<file path="src/inc/tlo_pkg.sv">
// shared constants for the temperature limit output block
package tlo_pkg;

    // apb register byte offsets
    localparam logic [7:0] TLO_CTRL_OFS = 8'h00;
    localparam logic [7:0] TLO_CYCLE_OFS = 8'h04;
    localparam logic [7:0] TLO_FIXTHR_OFS = 8'h08;
    localparam logic [7:0] TLO_MDIFF_OFS = 8'h0C;
    localparam logic [7:0] TLO_STATE_OFS = 8'h10;
    localparam logic [7:0] TLO_MEAS_OFS = 8'h14;
    localparam logic [7:0] TLO_IRQST_OFS = 8'h18;
    localparam logic [7:0] TLO_IRQMSK_OFS = 8'h1C;

    // control and cycle register field positions
    localparam int TLO_CTRL_SRC_LSB = 0;
    localparam int TLO_CTRL_SOC_BIT = 2;
    localparam int TLO_CTRL_SUP1_BIT = 3;
    localparam int TLO_CTRL_SUP0_BIT = 4;
    localparam int TLO_CTRL_HYS_LSB = 8;
    localparam int TLO_CTRL_OND_LSB = 12;
    localparam int TLO_CTRL_OFFD_LSB = 16;
    localparam int TLO_CYC_MEAS_LSB = 8;

    // reset values
    localparam logic [31:0] TLO_CTRL_RST = 32'h0000_0004;
    localparam logic [6:0] TLO_CYC_RST = 7'h00;
    localparam logic [15:0] TLO_FIXTHR_RST = 16'h07D0;
    localparam logic [15:0] TLO_MDIFF_RST = 16'h0064;
    localparam logic [3:0] TLO_IRQ_RST = 4'h0;

    // interrupt status bits
    localparam int TLO_IRQ_LIMTX = 0;
    localparam int TLO_IRQ_LIMCHG = 1;
    localparam int TLO_IRQ_EXTTHR = 2;
    localparam int TLO_IRQ_MEASTX = 3;

    // time figures
    localparam int TLO_CLK_HZ = 250_000_000;
    localparam int TLO_CYC_STEP_S = 10;
    localparam int TLO_CYC_MAX = 120;

    // percentage mapping: 0 % -> -20 C, 100 % -> 55 C, in 0.01 C
    localparam int TLO_PCT_LO_C = -2000;
    localparam int TLO_PCT_SPAN_C = 7500;
    localparam int TLO_PCT_FULL = 255;

    // threshold source selection
    typedef enum logic [1:0] {
        TLO_SRC_FIXED,
        TLO_SRC_EXT16,
        TLO_SRC_EXT8,
        TLO_SRC_TEACH
    } tlo_src_t;

    // delay settings in seconds: none, 1, 3, 5, 10, 15, 30 s, 1, 3, 5, 10, 15, 30, 60 min
    function automatic logic [11:0] tlo_delay_s(input logic [3:0] sel);
        logic [11:0] s;
        s = 12'h000;
        case (sel)
            4'h0: s = 12'h000;
            4'h1: s = 12'h001;
            4'h2: s = 12'h003;
            4'h3: s = 12'h005;
            4'h4: s = 12'h00A;
            4'h5: s = 12'h00F;
            4'h6: s = 12'h01E;
            4'h7: s = 12'h03C;
            4'h8: s = 12'h0B4;
            4'h9: s = 12'h12C;
            4'hA: s = 12'h258;
            4'hB: s = 12'h384;
            4'hC: s = 12'h708;
            4'hD: s = 12'hE10;
            default: s = 12'hE10;
        endcase
        return s;
    endfunction

    // hysteresis settings in 0.01 K: none, 1..5, 10, 15, 20 K
    function automatic logic [11:0] tlo_hys_c(input logic [3:0] sel);
        logic [11:0] h;
        h = 12'h000;
        case (sel)
            4'h0: h = 12'h000;
            4'h1: h = 12'h064;
            4'h2: h = 12'h0C8;
            4'h3: h = 12'h12C;
            4'h4: h = 12'h190;
            4'h5: h = 12'h1F4;
            4'h6: h = 12'h3E8;
            4'h7: h = 12'h5DC;
            4'h8: h = 12'h7D0;
            default: h = 12'h7D0;
        endcase
        return h;
    endfunction

endpackage

</file>
<file path="src/design/tlo_top.sv">
// temperature limit output: threshold select, hysteresis, delays, telegram send
// Notes on behaviour
// - threshold source fixed, 16-bit or 8-bit external, or teach
// - rising state accepted after switch-on delay
// - cyclic sends keep zero during on-delay
// - falling state accepted after switch-off delay
// - cyclic sends keep one during off-delay
// - no-telegram condition also suppresses cyclic sends
// - send-on-change off: no send on change
// - send-on-change on: send every accepted transition
// - cyclic setting nonzero sends periodically regardless
// - cyclic period is setting times ten seconds
// - cyclic setting zero disables periodic sends
// - both off: limit output never sent
// - measured temperature float object, on difference/cyclic
// - one-bit limit output with own delays
// - external float value written becomes threshold
// - percent byte maps linearly -20 to 55 C
// - hysteresis up to 20 K separates set/clear
// - teach rising edge stores measurement as threshold
//
// Design decisions made here: the register offsets and the APB interface to the registers.
`timescale 1ns/100ps
`default_nettype none
module tlo_top
    import tlo_pkg::*;
#(
    parameter int CLK_HZ = tlo_pkg::TLO_CLK_HZ
) (
    // clock and reset
    input wire logic sys_clk,
    input wire logic reset_n,
    // apb slave
    input wire logic psel,
    input wire logic penable,
    input wire logic pwrite,
    input wire logic [7:0] paddr,
    input wire logic [31:0] pwdata,
    output logic [31:0] prdata,
    output logic pready,
    output logic pslverr,
    // measurement from the sensor front end, 0.01 C signed
    input wire logic meas_valid,
    input wire logic [15:0] meas_value,
    // received bus objects
    input wire logic ext16_valid,
    input wire logic [15:0] ext16_data,
    input wire logic ext8_valid,
    input wire logic [7:0] ext8_data,
    input wire logic teach_valid,
    input wire logic teach_bit,
    // transmitted bus objects
    output logic lim_tx,
    output logic lim_tx_value,
    output logic meas_tx,
    output logic [15:0] meas_tx_float,
    // interrupt
    output logic irq
);
    import tlo_pkg::*;

    localparam int SEC_CYC = (CLK_HZ < 1) ? 1 : CLK_HZ;

    // reset release synchroniser
    logic rst_s1_q;
    logic rst_s2_q;
    always_ff @(posedge sys_clk or negedge reset_n) begin
        if (!reset_n) begin
            rst_s1_q <= 1'b0;
            rst_s2_q <= 1'b0;
        end else begin
            rst_s1_q <= 1'b1;
            rst_s2_q <= rst_s1_q;
        end
    end
    wire rst_n = rst_s2_q;

    // float helpers: 2-byte bus float is 0.01 * M * 2^E, M 12-bit two's complement
    function automatic logic [15:0] float_to_centi(input logic [15:0] f);
        logic signed [31:0] m;
        logic signed [31:0] v;
        m = 32'(signed'({f[15], f[10:0]}));
        v = m <<< f[14:11];
        if (v > 32'sd32767) begin
            v = 32'sd32767;
        end else if (v < -32'sd32768) begin
            v = -32'sd32768;
        end
        return v[15:0];
    endfunction

    function automatic logic [15:0] centi_to_float(input logic [15:0] c);
        logic signed [15:0] v;
        logic signed [15:0] m;
        logic [3:0] e;
        logic done;
        v = signed'(c);
        m = v;
        e = 4'h0;
        done = 1'b0;
        for (int i = 0; i < 5; i++) begin
            if (!done && (v >>> i) <= 16'sd2047 && (v >>> i) >= -16'sd2048) begin
                m = v >>> i;
                e = 4'(i);
                done = 1'b1;
            end
        end
        return {m[15], e, m[10:0]};
    endfunction

    // apb decode
    wire acc_start = psel && penable && !pready;
    wire wr_en = acc_start && pwrite;
    wire rd_en = acc_start && !pwrite;
    wire a_ctrl = paddr == TLO_CTRL_OFS;
    wire a_cycle = paddr == TLO_CYCLE_OFS;
    wire a_fix = paddr == TLO_FIXTHR_OFS;
    wire a_mdiff = paddr == TLO_MDIFF_OFS;
    wire a_state = paddr == TLO_STATE_OFS;
    wire a_meas = paddr == TLO_MEAS_OFS;
    wire a_irqst = paddr == TLO_IRQST_OFS;
    wire a_irqmsk = paddr == TLO_IRQMSK_OFS;
    wire a_hit = a_ctrl | a_cycle | a_fix | a_mdiff | a_state | a_meas | a_irqst | a_irqmsk;

    // configuration registers
    logic [31:0] ctrl_q;
    logic [6:0] lim_cyc_q;
    logic [6:0] meas_cyc_q;
    logic [15:0] fix_thr_q;
    logic [15:0] mdiff_q;
    logic [3:0] irq_mask_q;
    always_ff @(posedge sys_clk or negedge rst_n) begin
        if (!rst_n) begin
            ctrl_q <= TLO_CTRL_RST;
            lim_cyc_q <= TLO_CYC_RST;
            meas_cyc_q <= TLO_CYC_RST;
            fix_thr_q <= TLO_FIXTHR_RST;
            mdiff_q <= TLO_MDIFF_RST;
            irq_mask_q <= TLO_IRQ_RST;
        end else if (wr_en) begin
            if (a_ctrl) begin
                ctrl_q <= {12'h000, pwdata[19:8], 3'b000, pwdata[4:0]};
            end
            if (a_cycle) begin
                lim_cyc_q <= pwdata[6:0];
                meas_cyc_q <= pwdata[TLO_CYC_MEAS_LSB +: 7];
            end
            if (a_fix) begin
                fix_thr_q <= pwdata[15:0];
            end
            if (a_mdiff) begin
                mdiff_q <= pwdata[15:0];
            end
            if (a_irqmsk) begin
                irq_mask_q <= pwdata[3:0];
            end
        end
    end

    wire tlo_src_t src = tlo_src_t'(ctrl_q[TLO_CTRL_SRC_LSB +: 2]);
    wire send_chg = ctrl_q[TLO_CTRL_SOC_BIT];
    wire sup_one = ctrl_q[TLO_CTRL_SUP1_BIT];
    wire sup_zero = ctrl_q[TLO_CTRL_SUP0_BIT];
    wire [11:0] hys_c = tlo_hys_c(ctrl_q[TLO_CTRL_HYS_LSB +: 4]);
    wire [11:0] on_dly_s = tlo_delay_s(ctrl_q[TLO_CTRL_OND_LSB +: 4]);
    wire [11:0] off_dly_s = tlo_delay_s(ctrl_q[TLO_CTRL_OFFD_LSB +: 4]);
    // values above the documented maximum are clipped so the period stays bounded
    wire [6:0] lim_cyc = (lim_cyc_q > 7'(TLO_CYC_MAX)) ? 7'(TLO_CYC_MAX) : lim_cyc_q;
    wire [6:0] meas_cyc = (meas_cyc_q > 7'(TLO_CYC_MAX)) ? 7'(TLO_CYC_MAX) : meas_cyc_q;
    wire [10:0] lim_per_s = 11'(lim_cyc * TLO_CYC_STEP_S);
    wire [10:0] meas_per_s = 11'(meas_cyc * TLO_CYC_STEP_S);

    // one-second enable
    logic [31:0] pre_q;
    logic sec_q;
    always_ff @(posedge sys_clk or negedge rst_n) begin
        if (!rst_n) begin
            pre_q <= 32'h0000_0000;
            sec_q <= 1'b0;
        end else if (pre_q == 32'(SEC_CYC - 1)) begin
            pre_q <= 32'h0000_0000;
            sec_q <= 1'b1;
        end else begin
            pre_q <= pre_q + 32'h0000_0001;
            sec_q <= 1'b0;
        end
    end

    // measurement store
    logic [15:0] meas_q;
    logic meas_seen_q;
    always_ff @(posedge sys_clk or negedge rst_n) begin
        if (!rst_n) begin
            meas_q <= 16'h0000;
            meas_seen_q <= 1'b0;
        end else if (meas_valid) begin
            meas_q <= meas_value;
            meas_seen_q <= 1'b1;
        end
    end

    // external threshold: percent byte scaled with p*7500/255 = p*500/17
    wire [17:0] pct_prod = 18'(ext8_data * 10'd500);
    wire [17:0] pct_quot = pct_prod / 18'd17;
    wire [15:0] pct_centi = 16'(TLO_PCT_LO_C) + pct_quot[15:0];
    wire [15:0] ext16_centi = float_to_centi(ext16_data);
    logic teach_prev_q;
    wire teach_rise = teach_valid && teach_bit && !teach_prev_q;
    wire ext_wr = (src == TLO_SRC_EXT16 && ext16_valid) || (src == TLO_SRC_EXT8 && ext8_valid)
        || (src == TLO_SRC_TEACH && teach_rise);

    logic [15:0] ext_thr_q;
    logic ext_set_q;
    always_ff @(posedge sys_clk or negedge rst_n) begin
        if (!rst_n) begin
            ext_thr_q <= TLO_FIXTHR_RST;
            ext_set_q <= 1'b0;
            teach_prev_q <= 1'b0;
        end else begin
            if (teach_valid) begin
                teach_prev_q <= teach_bit;
            end
            if (src == TLO_SRC_EXT16 && ext16_valid) begin
                ext_thr_q <= ext16_centi;
                ext_set_q <= 1'b1;
            end else if (src == TLO_SRC_EXT8 && ext8_valid) begin
                ext_thr_q <= pct_centi;
                ext_set_q <= 1'b1;
            end else if (src == TLO_SRC_TEACH && teach_rise) begin
                ext_thr_q <= meas_q;
                ext_set_q <= 1'b1;
            end
        end
    end

    // until an external value arrives the fixed threshold applies
    wire use_fixed = (src == TLO_SRC_FIXED) || !ext_set_q;
    wire [15:0] thr = use_fixed ? fix_thr_q : ext_thr_q;

    // raw limit with hysteresis; evaluated every cycle so any new data is seen
    wire signed [17:0] meas_s = 18'(signed'(meas_q));
    wire signed [17:0] thr_s = 18'(signed'(thr));
    wire signed [17:0] clr_s = thr_s - signed'({6'h00, hys_c});
    wire raw_set = meas_seen_q && (meas_s >= thr_s);
    wire raw_clr = meas_s < clr_s;
    logic raw_q;
    always_ff @(posedge sys_clk or negedge rst_n) begin
        if (!rst_n) begin
            raw_q <= 1'b0;
        end else if (!raw_q && raw_set) begin
            raw_q <= 1'b1;
        end else if (raw_q && raw_clr) begin
            raw_q <= 1'b0;
        end
    end

    // delay timer: restarts on every raw change, accepts after delay + 1 tick
    logic out_q;
    logic raw_prev_q;
    logic [11:0] dly_cnt_q;
    wire pend = raw_q != out_q;
    wire raw_chg = raw_q != raw_prev_q;
    wire [11:0] dly_s = raw_q ? on_dly_s : off_dly_s;
    wire dly_done = (dly_s == 12'h000) || (sec_q && dly_cnt_q >= dly_s);
    wire accept = pend && dly_done;
    always_ff @(posedge sys_clk or negedge rst_n) begin
        if (!rst_n) begin
            out_q <= 1'b0;
            raw_prev_q <= 1'b0;
            dly_cnt_q <= 12'h000;
        end else begin
            raw_prev_q <= raw_q;
            if (raw_chg || !pend) begin
                dly_cnt_q <= 12'h000;
            end else if (sec_q && dly_cnt_q != 12'hFFF) begin
                dly_cnt_q <= dly_cnt_q + 12'h001;
            end
            if (accept) begin
                out_q <= raw_q;
            end
        end
    end

    // limit telegram scheduling; the sent value is always the accepted state
    wire suppress = out_q ? sup_one : sup_zero;
    logic [10:0] lim_sec_q;
    wire lim_cyc_due = (lim_cyc != 7'h00) && sec_q && (lim_sec_q + 11'h001 >= lim_per_s);
    wire chg_send = accept && send_chg && !(raw_q ? sup_one : sup_zero);
    wire cyc_send = lim_cyc_due && !suppress;
    always_ff @(posedge sys_clk or negedge rst_n) begin
        if (!rst_n) begin
            lim_sec_q <= 11'h000;
            lim_tx <= 1'b0;
            lim_tx_value <= 1'b0;
        end else begin
            if (lim_cyc == 7'h00 || lim_cyc_due) begin
                lim_sec_q <= 11'h000;
            end else if (sec_q) begin
                lim_sec_q <= lim_sec_q + 11'h001;
            end
            lim_tx <= chg_send || cyc_send;
            if (chg_send) begin
                lim_tx_value <= raw_q;
            end else if (cyc_send) begin
                lim_tx_value <= out_q;
            end
        end
    end

    // measured value object: on difference and/or cyclically
    logic [15:0] meas_last_q;
    logic [10:0] meas_sec_q;
    wire signed [17:0] mdelta = 18'(signed'(meas_value)) - 18'(signed'(meas_last_q));
    wire [17:0] mabs = mdelta[17] ? 18'(-mdelta) : 18'(mdelta);
    wire meas_diff = meas_valid && (mdiff_q != 16'h0000) && (mabs >= {2'b00, mdiff_q});
    wire meas_cyc_due = (meas_cyc != 7'h00) && sec_q && meas_seen_q
        && (meas_sec_q + 11'h001 >= meas_per_s);
    always_ff @(posedge sys_clk or negedge rst_n) begin
        if (!rst_n) begin
            meas_last_q <= 16'h0000;
            meas_sec_q <= 11'h000;
            meas_tx <= 1'b0;
            meas_tx_float <= 16'h0000;
        end else begin
            if (meas_cyc == 7'h00 || meas_cyc_due) begin
                meas_sec_q <= 11'h000;
            end else if (sec_q) begin
                meas_sec_q <= meas_sec_q + 11'h001;
            end
            meas_tx <= meas_diff || meas_cyc_due;
            if (meas_diff) begin
                meas_last_q <= meas_value;
                meas_tx_float <= centi_to_float(meas_value);
            end else if (meas_cyc_due) begin
                meas_last_q <= meas_q;
                meas_tx_float <= centi_to_float(meas_q);
            end
        end
    end

    // interrupt status, write one to clear, a new event beats the clear
    logic [3:0] irq_st_q;
    wire [3:0] irq_ev = {meas_diff | meas_cyc_due, ext_wr, accept, chg_send | cyc_send};
    wire [3:0] irq_clr = (wr_en && a_irqst) ? pwdata[3:0] : 4'h0;
    always_ff @(posedge sys_clk or negedge rst_n) begin
        if (!rst_n) begin
            irq_st_q <= TLO_IRQ_RST;
            irq <= 1'b0;
        end else begin
            irq_st_q <= (irq_st_q & ~irq_clr) | irq_ev;
            irq <= |(((irq_st_q & ~irq_clr) | irq_ev) & irq_mask_q);
        end
    end

    // read mux
    wire [31:0] state_word = {thr, 12'h000, dly_cnt_q != 12'h000, pend, out_q, raw_q};
    wire [31:0] rd_mux = a_ctrl ? ctrl_q
        : a_cycle ? {17'h00000, meas_cyc_q, 1'b0, lim_cyc_q}
        : a_fix ? {16'h0000, fix_thr_q}
        : a_mdiff ? {16'h0000, mdiff_q}
        : a_state ? state_word
        : a_meas ? {15'h0000, meas_seen_q, meas_q}
        : a_irqst ? {28'h0000000, irq_st_q}
        : a_irqmsk ? {28'h0000000, irq_mask_q}
        : 32'h0000_0000;

    // one wait state: answer is registered on the first access cycle
    always_ff @(posedge sys_clk or negedge rst_n) begin
        if (!rst_n) begin
            pready <= 1'b0;
            pslverr <= 1'b0;
            prdata <= 32'h0000_0000;
        end else begin
            pready <= acc_start;
            pslverr <= acc_start && !a_hit;
            prdata <= (rd_en && a_hit) ? rd_mux : 32'h0000_0000;
        end
    end

endmodule
`default_nettype wire

</file>
<file path="config.mk">
export PLATFORM = sky130hd
export DESIGN_NAME = tlo_top
export DESIGN_NICKNAME = d
export VERILOG_FILES = /design/src/inc/tlo_pkg.sv /design/src/design/tlo_top.sv
export SDC_FILE = /design/constraint.sdc
export NUM_CORES = 1
export LEC_CHECK = 0
export ABC_AREA = 0
export BUFFER_PORTS_ARGS = -buffer_cell sky130_fd_sc_hd__buf_2
export CAP_MARGIN = 20
export CORE_ASPECT_RATIO = 1.75
export CORE_MARGIN = 5
export CORE_UTILIZATION = 60
export DETAILED_ROUTE_END_ITERATION = 16
export PLACE_DENSITY_LB_ADDON = 0.3
export REMOVE_ABC_BUFFERS = 1
export SYNTH_ARGS = -nofsm -noshare
export SYNTH_HDL_FRONTEND = slang
export SYNTH_SLANG_ARGS = --single-unit
</file>
<file path="constraint.sdc">
create_clock -name sys_clk -period 8.04 [get_ports sys_clk]
set_input_delay 2.412 -clock sys_clk [delete_from_list [all_inputs] [get_ports sys_clk]]
set_output_delay 2.412 -clock sys_clk [all_outputs]
set_load 0.01 [all_outputs]
</file>
# Word level (Yosys, flattened, before mapping)
# Memories as Yosys holds them, arrays and structs flattened.
# Cells that the tools add are included.
# word_totals
regBits	248
mem_bits_ro	528
word_cells	275
mem_count	3
# memory_table
memory	depth	word_bits	read_ports	rd_clocked_by_memory_dff	wr	line	source
(no name shown)	16	12	1	0	0	tlo_pkg.sv:59	case (sel)
(no name shown)	16	12	1	0	0	tlo_pkg.sv:59	
(no name shown)	16	9	1	0	0	tlo_pkg.sv:83	case (sel)
# classes
n_addsub	8
n_mul	3
div	1
n_lt_le_gt_ge	30
eq_ne	14
shift	1
muxes	77
n_bitwise	13
n_reduce_logical	94
# op_table
cell	count
32-bit two-way mux	7
16-bit two-way mux	10
11-bit two-way mux	12
1-bit logical AND	46
12-bit two-way mux	3
32-bit by 1-bit adder with 32-bit output (second input constant)	1
32-bit by 28-bit equality test with 1-bit output (second input constant)	1
8-bit by 5-bit equality test with 1-bit output (second input constant)	4
16-bit by 12-bit >= comparator with 1-bit output (second input constant)	2
32-bit by 16-bit > comparator with 1-bit output (second input constant)	1
16-bit by 12-bit less-or-equal comparator with 1-bit output (second input constant)	2
32-bit by 16-bit less-than comparator with 1-bit output (second input constant)	1
1-bit two-way mux	32
12-bit by 4-bit <<< shifter with 32-bit output	1
15-bit by 12-bit >= comparator with 1-bit output (second input constant)	2
15-bit by 12-bit less-or-equal comparator with 1-bit output (second input constant)	2
14-bit by 12-bit >= comparator with 1-bit output (second input constant)	2
14-bit by 12-bit less-or-equal comparator with 1-bit output (second input constant)	2
13-bit by 12-bit >= comparator with 1-bit output (second input constant)	2
13-bit by 12-bit less-or-equal comparator with 1-bit output (second input constant)	2
12-bit >= comparator (second input constant)	2
12-bit less-or-equal comparator (second input constant)	2
4-bit two-way mux	6
11-bit by 1-bit adder with 11-bit output (second input constant)	2
42 further kinds	94

# Longest topological paths before layout
# Gate-level depths: netlist of the first run.
# depth
depth_word	32
ltp_mapped	62
ltp_nobuf	53

# Worst setup path before layout of the first run
# No wires, ideal clock.
# synth_timing
path_type	input -> register
startpoint	input port ext8_data[1]
endpoint	register ext_thr_q[0]
t_arrival_ps	15469
required_ps	7917
setup_slack_ps	-7552
cell_stages	54
path_buffers	2
cell_sequence	fa_1 -> inv_1 -> fa_1 -> fa_1 -> fa_1 -> inv_1 -> ha_1 -> and2_1 -> a221o_1 -> or3_4 -> a2111oi_4 -> a21oi_2 -> o31ai_4 -> mux2i_1 -> nand4b_1 -> xnor2_1 -> nand3_1 -> o211ai_2 -> [... 18 more ...] -> nor3_4 -> nor2_1 -> xnor2_1 -> inv_1 -> ha_1 -> o2111ai_1 -> nand4_2 -> o311ai_4 -> buf_2 -> nand2_1 -> o21ai_0 -> ha_1 -> inv_1 -> a221oi_1 -> o21a_1 -> o21a_1 -> o221a_2 -> a21oi_1
# synth_between
elab_chain_len	5
# synth_lines
element	line	source
from (decl)	tlo_top.sv:49	input wire logic [7:0] ext8_data,
8-bit by 7-bit multiplier with 15-bit output	tlo_top.sv:203	wire [17:0] pct_prod = 18'(ext8_data * 10'd500);
17-bit by 5-bit divider with 18-bit output	tlo_top.sv:204	wire [17:0] pct_quot = pct_prod / 18'd17;
16-bit adder	tlo_top.sv:205	wire [15:0] pct_centi = 16'(TLO_PCT_LO_C) + pct_quot[15:0];
16-bit two-way mux	tlo_top.sv:226	end else if (src == TLO_SRC_EXT8 && ext8_valid) begin
16-bit two-way mux	tlo_top.sv:223	if (src == TLO_SRC_EXT16 && ext16_valid) begin
to (signal assigned)	tlo_top.sv:224	ext_thr_q <= ext16_centi;
to (signal assigned)	tlo_top.sv:227	ext_thr_q <= pct_centi;
to (signal assigned)	tlo_top.sv:230	ext_thr_q <= meas_q;
to (decl)	tlo_top.sv:212	logic [15:0] ext_thr_q;
# Every way passes these cells.
# A chain may end at the register's enable or synchronous reset.

# Worst setup path after layout of the first run
# layout_timing
startpoint	input port ext8_data[0]
endpoint	register ext_thr_q[0]
# The elaborated chain is that of the path after synthesis.

==> results.py, run 1 <==
metrics = {
    "sta": {
        "whs_ns": 0.380,
        "worst_pin_slew_ns": 1.25,
        "finalMaxSlewViolations": 0,
        "relSlewSlack_pct": 16.6,
        "fmax_mhz": 68.2,
        "finalCriticalPeriod_ns": 14.66,
        "fin_crit_sh_pct": 182,
        "setup_viol": 49,
        "finalHoldViolCount": 0,
        "timing.final.ws_setup_ns": -6.62,
        "rsz0062_at_grt": "true",
        "fin_skew_ns": 0.0496,
    },
    "yosys": {
        "ys_seq_elements": 246,
        "synth_cell_types": 128,
        "synth_commonest_cells": "230 x dfrtp_1, 224 x nor2_1, 217 x nand2_1, 199 x a21oi_1, 186 x ha_1",
        "ys.flop_type": "dfrtp_1",
        "synth_area_um2": 23200,
        "synth_cells": 2731,
        "async_flop_share_pct": 100,
        "yosys.area.top_type": "dfrtp_1",
        "synth.most_common_cell": "dfrtp_1",
        "yosys_warnings": 0,
        "yosys.area.top_type_share_pct": 24.8,
        "synth.yosys.seq_area_share_pct": 26.6,
        "synth_edf_count": 0,
        "syn_avg_cell_area_um2": 8.50,
        "synth_area_leaders": "dfrtp_1 25%, ha_1 10%, mux2_2 4.3%, a21oi_1 4.3%, nor2_1 3.6%",
    },
    "worst_setup_path": {
        "path_class": "in2reg",
        "ff2ff_setup_slack_ns": 1.13,
        "startpoint_type": "input port",
        "critical_path_required_ns": 8.47,
        "worstPathArrival_ns": 15.09,
        "end_kind": "flip-flop",
        "r2r-end": "meas_tx_float[15]",
        "cpMaxStageDelayCell": "fa_1",
        "max_stage_delay_ns": 0.57,
        "cpMostUsedCell": "buf_4",
        "worst_r2r_startpoint": "meas_last_q[1]",
        "r2r_cells": 42,
        "cp_max_fo": 6,
    },
    "routing": {
        "viasPerCell": 6.56,
        "wl_per_cell_um": 22.8,
        "drtAntennaViolNets": 0,
        "dr.pass1.iters": 7,
        "drc": 0,
        "via_count": 24600,
        "routed_wl_um": 85500,
        "drt_iter0_markers": 2080,
    },
    "finish": {
        "synthToLayoutAreaGrowth_pct": 30.4,
        "final_nets": 3550,
        "final_util_pct": 78.9,
        "final_cell_area_um2": 30300,
        "drive_above_1_share_pct": 32.5,
    },
    "global_route": {
        "grt_pass1_vias": 25300,
        "grt_pass1_wl_um": 130000,
        "grt_max_degree": 181,
        "grt_util_all_layers_pct": 36.7,
        "gr-total-overflow": 0,
        "antenna_found_initial": 4,
    },
    "worst_hold_path": {
        "worstHoldPathCells": 0,
        "hp-class": "reg2reg",
        "worstHoldEndpoint": "rst_n",
        "hold_start": "rst_s1_q",
    },
    "clock_network": {
        "htreeDepth": 1,
        "postCtsHoldBufs": 0,
        "clockRootBuffer": "clkbuf_16",
        "cts_tree": "yes",
        "clk_pin_slew_worst_paths_ns": 0.08,
        "cts_buffers": 24,
        "clk_path_buf_depth": 3,
        "clkLatencyLatePin_ns": 0.57,
        "cts.sinks": 246,
    },
    "floorplanning": {
        "core_um2": 38400,
        "io_pins": 144,
        "die_area_um2": 42900,
        "initial_utilization_pct": 60.5,
        "rows": 95,
        "die_w_um": 159,
        "dieHeight_um": 270,
    },
    "run": {
        "cap_violations": 0,
    },
    "status": {
        "status": "complete, but fails checks",
        "violations": "setup timing",
    },
    "place": {
        "place_congestion": 1.05,
        "io_buffers": 130,
        "post-dp-hpwl_um": 61000,
        "dpl_cell_area_um2": 26900,
    },
}
[state kept, by name, summed over array words and instances, names as in the netlist, 11 cells and up]
| register | cells |
|---|---|
| prdata | 32 |
| fix_thr_q | 16 |
| lim_sec_q | 11 |
| meas_tx_float | 15 |
| pre_q | 32 |
| meas_sec_q | 11 |
| ctrl_q | 17 |
| meas_q | 16 |
| meas_last_q | 15 |
| mdiff_q | 16 |
| ext_thr_q | 16 |
| dly_cnt_q | 12 |
[per-stage QoR]
stage	setup TNS (ns)	instances	worst slack [ns]
CTS	-78.75	3722	-6.36
global route	-108.88	3754	-7.23
global placement	-120.38	3598	-7.56
finish	-92.89	3754	-6.62
detailed placement	-129.71	3599	-7.80
floorplan	-113.46	2591	-7.46
[critical path: cells and delay by family]
| kind | cells | cell delay (ns) |
|---|---|---|
| and+or+nand+nor | 17 | 4.26 |
| buffers and inverters | 8 | 0.90 |
| xor gates and xnor gates | 4 | 0.74 |
| adders and majority gates | 6 | 2.30 |
| AOI/OAI and AO/OA | 19 | 4.44 |
[what timing repair did]
| item | CTS | global route |
|---|---|---|
| pin swaps | 114 | 106 |
| buffers inserted | 87 | 29 |
| gates cloned | 1 | 4 |
| resized for setup | 194 | 162 |
| endpoints found under the setup margin | 49 | 49 |
[placed cells by master (no fill, tap or decap), types with 22 or more instances in the layout]
cell type | Yosys | routed
dfrtp_1 | 230 | 228
o21ai_0 | 140 | 106
o211ai_1 | 28 | 28
nand4_1 | 46 | 46
o21ai_1 | 13 | 25
xnor2_1 | 89 | 77
nand3_1 | 77 | 70
nand2b_1 | 50 | 48
mux2i_1 | 71 | 67
a21o_1 | 33 | 33
nand2_1 | 217 | 196
ha_1 | 186 | 178
nor2b_1 | 46 | 46
nor3_1 | 48 | 43
mux2_2 | 89 | 86
buf_6 | 1 | 30
a21oi_2 | 3 | 32
inv_1 | 163 | 154
a21oi_1 | 199 | 167
fa_1 | 25 | 24
clkbuf_16 | 0 | 28
nor2_1 | 224 | 216
a22oi_1 | 28 | 26
buf_4 | 3 | 462
a221oi_1 | 24 | 23
o21ai_2 | 4 | 22
buf_2 | 8 | 127
and3_1 | 26 | 22
xor2_1 | 82 | 80
[logic make-up (layout without fill, tap and decap cells)]
group / Yosys count / count (layout) / synth area share [%]
DFF: 246 / 246 / 26.6
AOI/OAI and AO/OA: 752 / 752 / 22.7
buffers and inverters: 306 / 842 / 5.08
and+or+nand+nor: 873 / 873 / 18.9
xor gates and xnor gates: 173 / 173 / 6.59
muxes: 167 / 167 / 7.98
other: 2 / 4 / 0.0323
adders and majority gates: 212 / 212 / 12.2
[worst max path at each step]
stage,from,to,slack [ns],depth (start not counted)
2_1_floorplan,ext8_data[1],ext_thr_q[0],-7.46,52
3_3_place_gp,ext8_data[1],ext_thr_q[0],-7.56,52
3_5_place_dp,ext8_data[1],ext_thr_q[0],-7.80,55
4_1_cts,ext8_data[0],ext_thr_q[0],-6.36,58
5_1_grt,ext8_data[0],ext_thr_q[0],-7.23,57
6_report,ext8_data[0],ext_thr_q[0],-6.62,54
[layer usage]
metal  wire length (um)  share of wire, %  global-route usage (%)
met5                 11             0.013                       0
met4               8900                10                    30.2
met3               5670               6.6                    5.82
met2              44100                52                    68.5
met1              26800                31                    34.5
[area by class of cell]
| cell class | instances | area (um^2) |
|---|---|---|
| Clock inverter | 15 | 190 |
| Timing Repair Buffer | 632 | 4700 |
| Multi-Input combinational cell | 2179 | 17300 |
| Tap cell | 485 | 607 |
| Fill cell | 2540 | 8120 |
| Antenna cell | 2 | 5.00 |
| Inverter | 166 | 636 |
| Sequential cell | 246 | 6180 |
| Clock buffer | 29 | 659 |
Power of run 1 is left out: the tool's default activity adds up to more than one toggle a clock period on the data nets, which glitch-free logic cannot reach.
==> run 2, diff against run 1 <==
--- a/config.mk
+++ b/config.mk
@@ -14,6 +14,7 @@
 export DETAILED_ROUTE_END_ITERATION = 16
 export PLACE_DENSITY_LB_ADDON = 0.3
 export REMOVE_ABC_BUFFERS = 1
+export SETUP_SLACK_MARGIN = 0.02
 export SYNTH_ARGS = -nofsm -noshare
 export SYNTH_HDL_FRONTEND = slang
 export SYNTH_SLANG_ARGS = --single-unit
==> results.py, run 2 (synthesized netlist as in run 1, its figures left out) <==
metrics = {
    "status": {
        "status": "complete, but fails checks",
        "violations": "setup timing",
    },
    "finish": {
        "final_cells": 3766,
        "reg_top3": "prdata (32), pre_q (32), ctrl_q (17)",
        "drive_above_1_share_pct": 33.2,
        "layout_commonest_cell": "buf_4",
        "mostFrequentLayoutCells": "460 x buf_4, 228 x dfrtp_1, 215 x nor2_1, 196 x nand2_1, 178 x ha_1",
        "register_area_um2": 6180,
        "final_nets": 3562,
        "multiInputGateArea_um2": 17400,
        "synthToLayoutAreaGrowth_pct": 31.5,
        "fill_cells": 2498,
    },
    "sta": {
        "setup_viol": 49,
        "timing.final.ws_setup_ns": -6.85,
        "fmax_mhz": 67.2,
        "rsz0062_at_grt": "true",
        "finalCriticalPeriod_ns": 14.89,
        "relSlewSlack_pct": 18.2,
        "fin_skew_ns": 0.0461,
        "finalMaxSlewViolations": 0,
        "whs_ns": 0.378,
        "finalHoldViolCount": 0,
        "fin_crit_sh_pct": 185,
        "worst_pin_slew_ns": 1.20,
    },
    "floorplanning": {
        "core_um2": 38400,
        "rows": 95,
        "die_w_um": 159,
        "initial_utilization_pct": 60.5,
        "die_area_um2": 42900,
        "dieHeight_um": 270,
        "io_pins": 144,
    },
    "routing": {
        "viasPerCell": 6.57,
        "drtAntennaViolNets": 0,
        "dr.pass1.iters": 6,
        "via_count": 24800,
        "drt_iter0_markers": 2146,
        "wl_per_cell_um": 23.0,
        "drc": 0,
        "routed_wl_um": 86600,
    },
    "place": {
        "dp_cells": 3599,
        "io_buffers": 130,
        "post-dp-hpwl_um": 61000,
        "place_congestion": 1.05,
    },
    "global_route": {
        "grt_max_degree": 181,
        "antenna_found_initial": 4,
        "grt_pass1_wl_um": 129000,
        "grt_util_all_layers_pct": 36.5,
        "gr-total-overflow": 0,
        "grt_pass1_vias": 25200,
    },
    "worst_hold_path": {
        "hp-class": "reg2reg",
        "worstHoldPathCells": 0,
    },
    "worst_setup_path": {
        "worstPathArrival_ns": 15.38,
        "path_class": "in2reg",
        "cpMostUsedCell": "buf_4",
        "cpMaxStageDelayCell": "fa_1",
        "max_stage_delay_ns": 0.57,
        "ff2ff_setup_slack_ns": 1.05,
        "startpoint_type": "input port",
        "end_kind": "flip-flop",
        "r2r_cells": 42,
        "cp_max_fo": 6,
        "critical_path_required_ns": 8.53,
    },
    "clock_network": {
        "cts_tree": "yes",
        "clk_path_buf_depth": 3,
        "cts_buffers": 24,
        "htreeDepth": 1,
        "postCtsHoldBufs": 0,
        "clockRootBuffer": "clkbuf_16",
        "clkLatencyLatePin_ns": 0.56,
        "cts.sinks": 246,
        "clk_pin_slew_worst_paths_ns": 0.08,
    },
    "run": {
        "cap_violations": 0,
    },
}
## run 2: area by class of cell
type                    instances  share of cell area, %
multi-input cells            2179                   57.0
repair buffers                644                   15.9
well taps                     485                   1.99
clock buffers                  29                   2.16
inverters                     166                   2.08
clock inverters                15                  0.623
flip-flops and latches        246                   20.2
diodes                          2                 0.0164
## run 2: final timing paths
kind / startpoint / end
max reg2reg: meas_last_q[0] / meas_last_q[9]
min: rst_s1_q / rst_n
max: ext8_data[1] / ext_thr_q[0]
min in group asynchronous: rst_n / meas_last_q[4]
min reg2reg: rst_s1_q / rst_n
max in group asynchronous: rst_n / pready
## run 2: worst max-delay path: cells and delay by family
kind	cells	cell delay [ns]
compound gates	21	5.44
xor+xnor	2	0.28
fa+ha+maj	5	2.11
buf+inv	17	2.13
simple gates	13	2.97
## run 2: what timing repair did
item,4_1_cts,5_1_grt
endpoints found under the setup margin,49,49
pin swaps,123,145
cloned,1,4
setup buffers,74,47
gates resized for setup,208,186
## run 2: layer usage
| metal | wire length [um] | track usage (%) | vias up | share of wire (%) |
|---|---|---|---|---|
| met4 | 9100 | 29.9 | 2 | 11 |
| met1 | 27400 | 34.7 | 11800 | 32 |
| met2 | 44700 | 68.3 | 1349 | 52 |
| li1 | - | - | 11000 | - |
| met5 | 11 | 0 | - | 0.013 |
| met3 | 5350 | 5.02 | 575 | 6.2 |
## run 2: metrics by stage
| step | setup WS [ns] | TNS [ns] | cell area (um^2) | utilization, % |
|---|---|---|---|---|
| floorplan | -7.46 | -113.46 | 22700 | - |
| global placement | -7.56 | -120.38 | 26900 | 70.2 |
| detailed placement | -7.80 | -129.71 | 26900 | 70.2 |
| CTS | -6.48 | -79.64 | 29400 | 76.5 |
| global route | -7.32 | -105.64 | 30500 | 79.5 |
| finish | -6.85 | -92.00 | 30500 | 79.5 |
Power of run 2 is left out for the same reason.
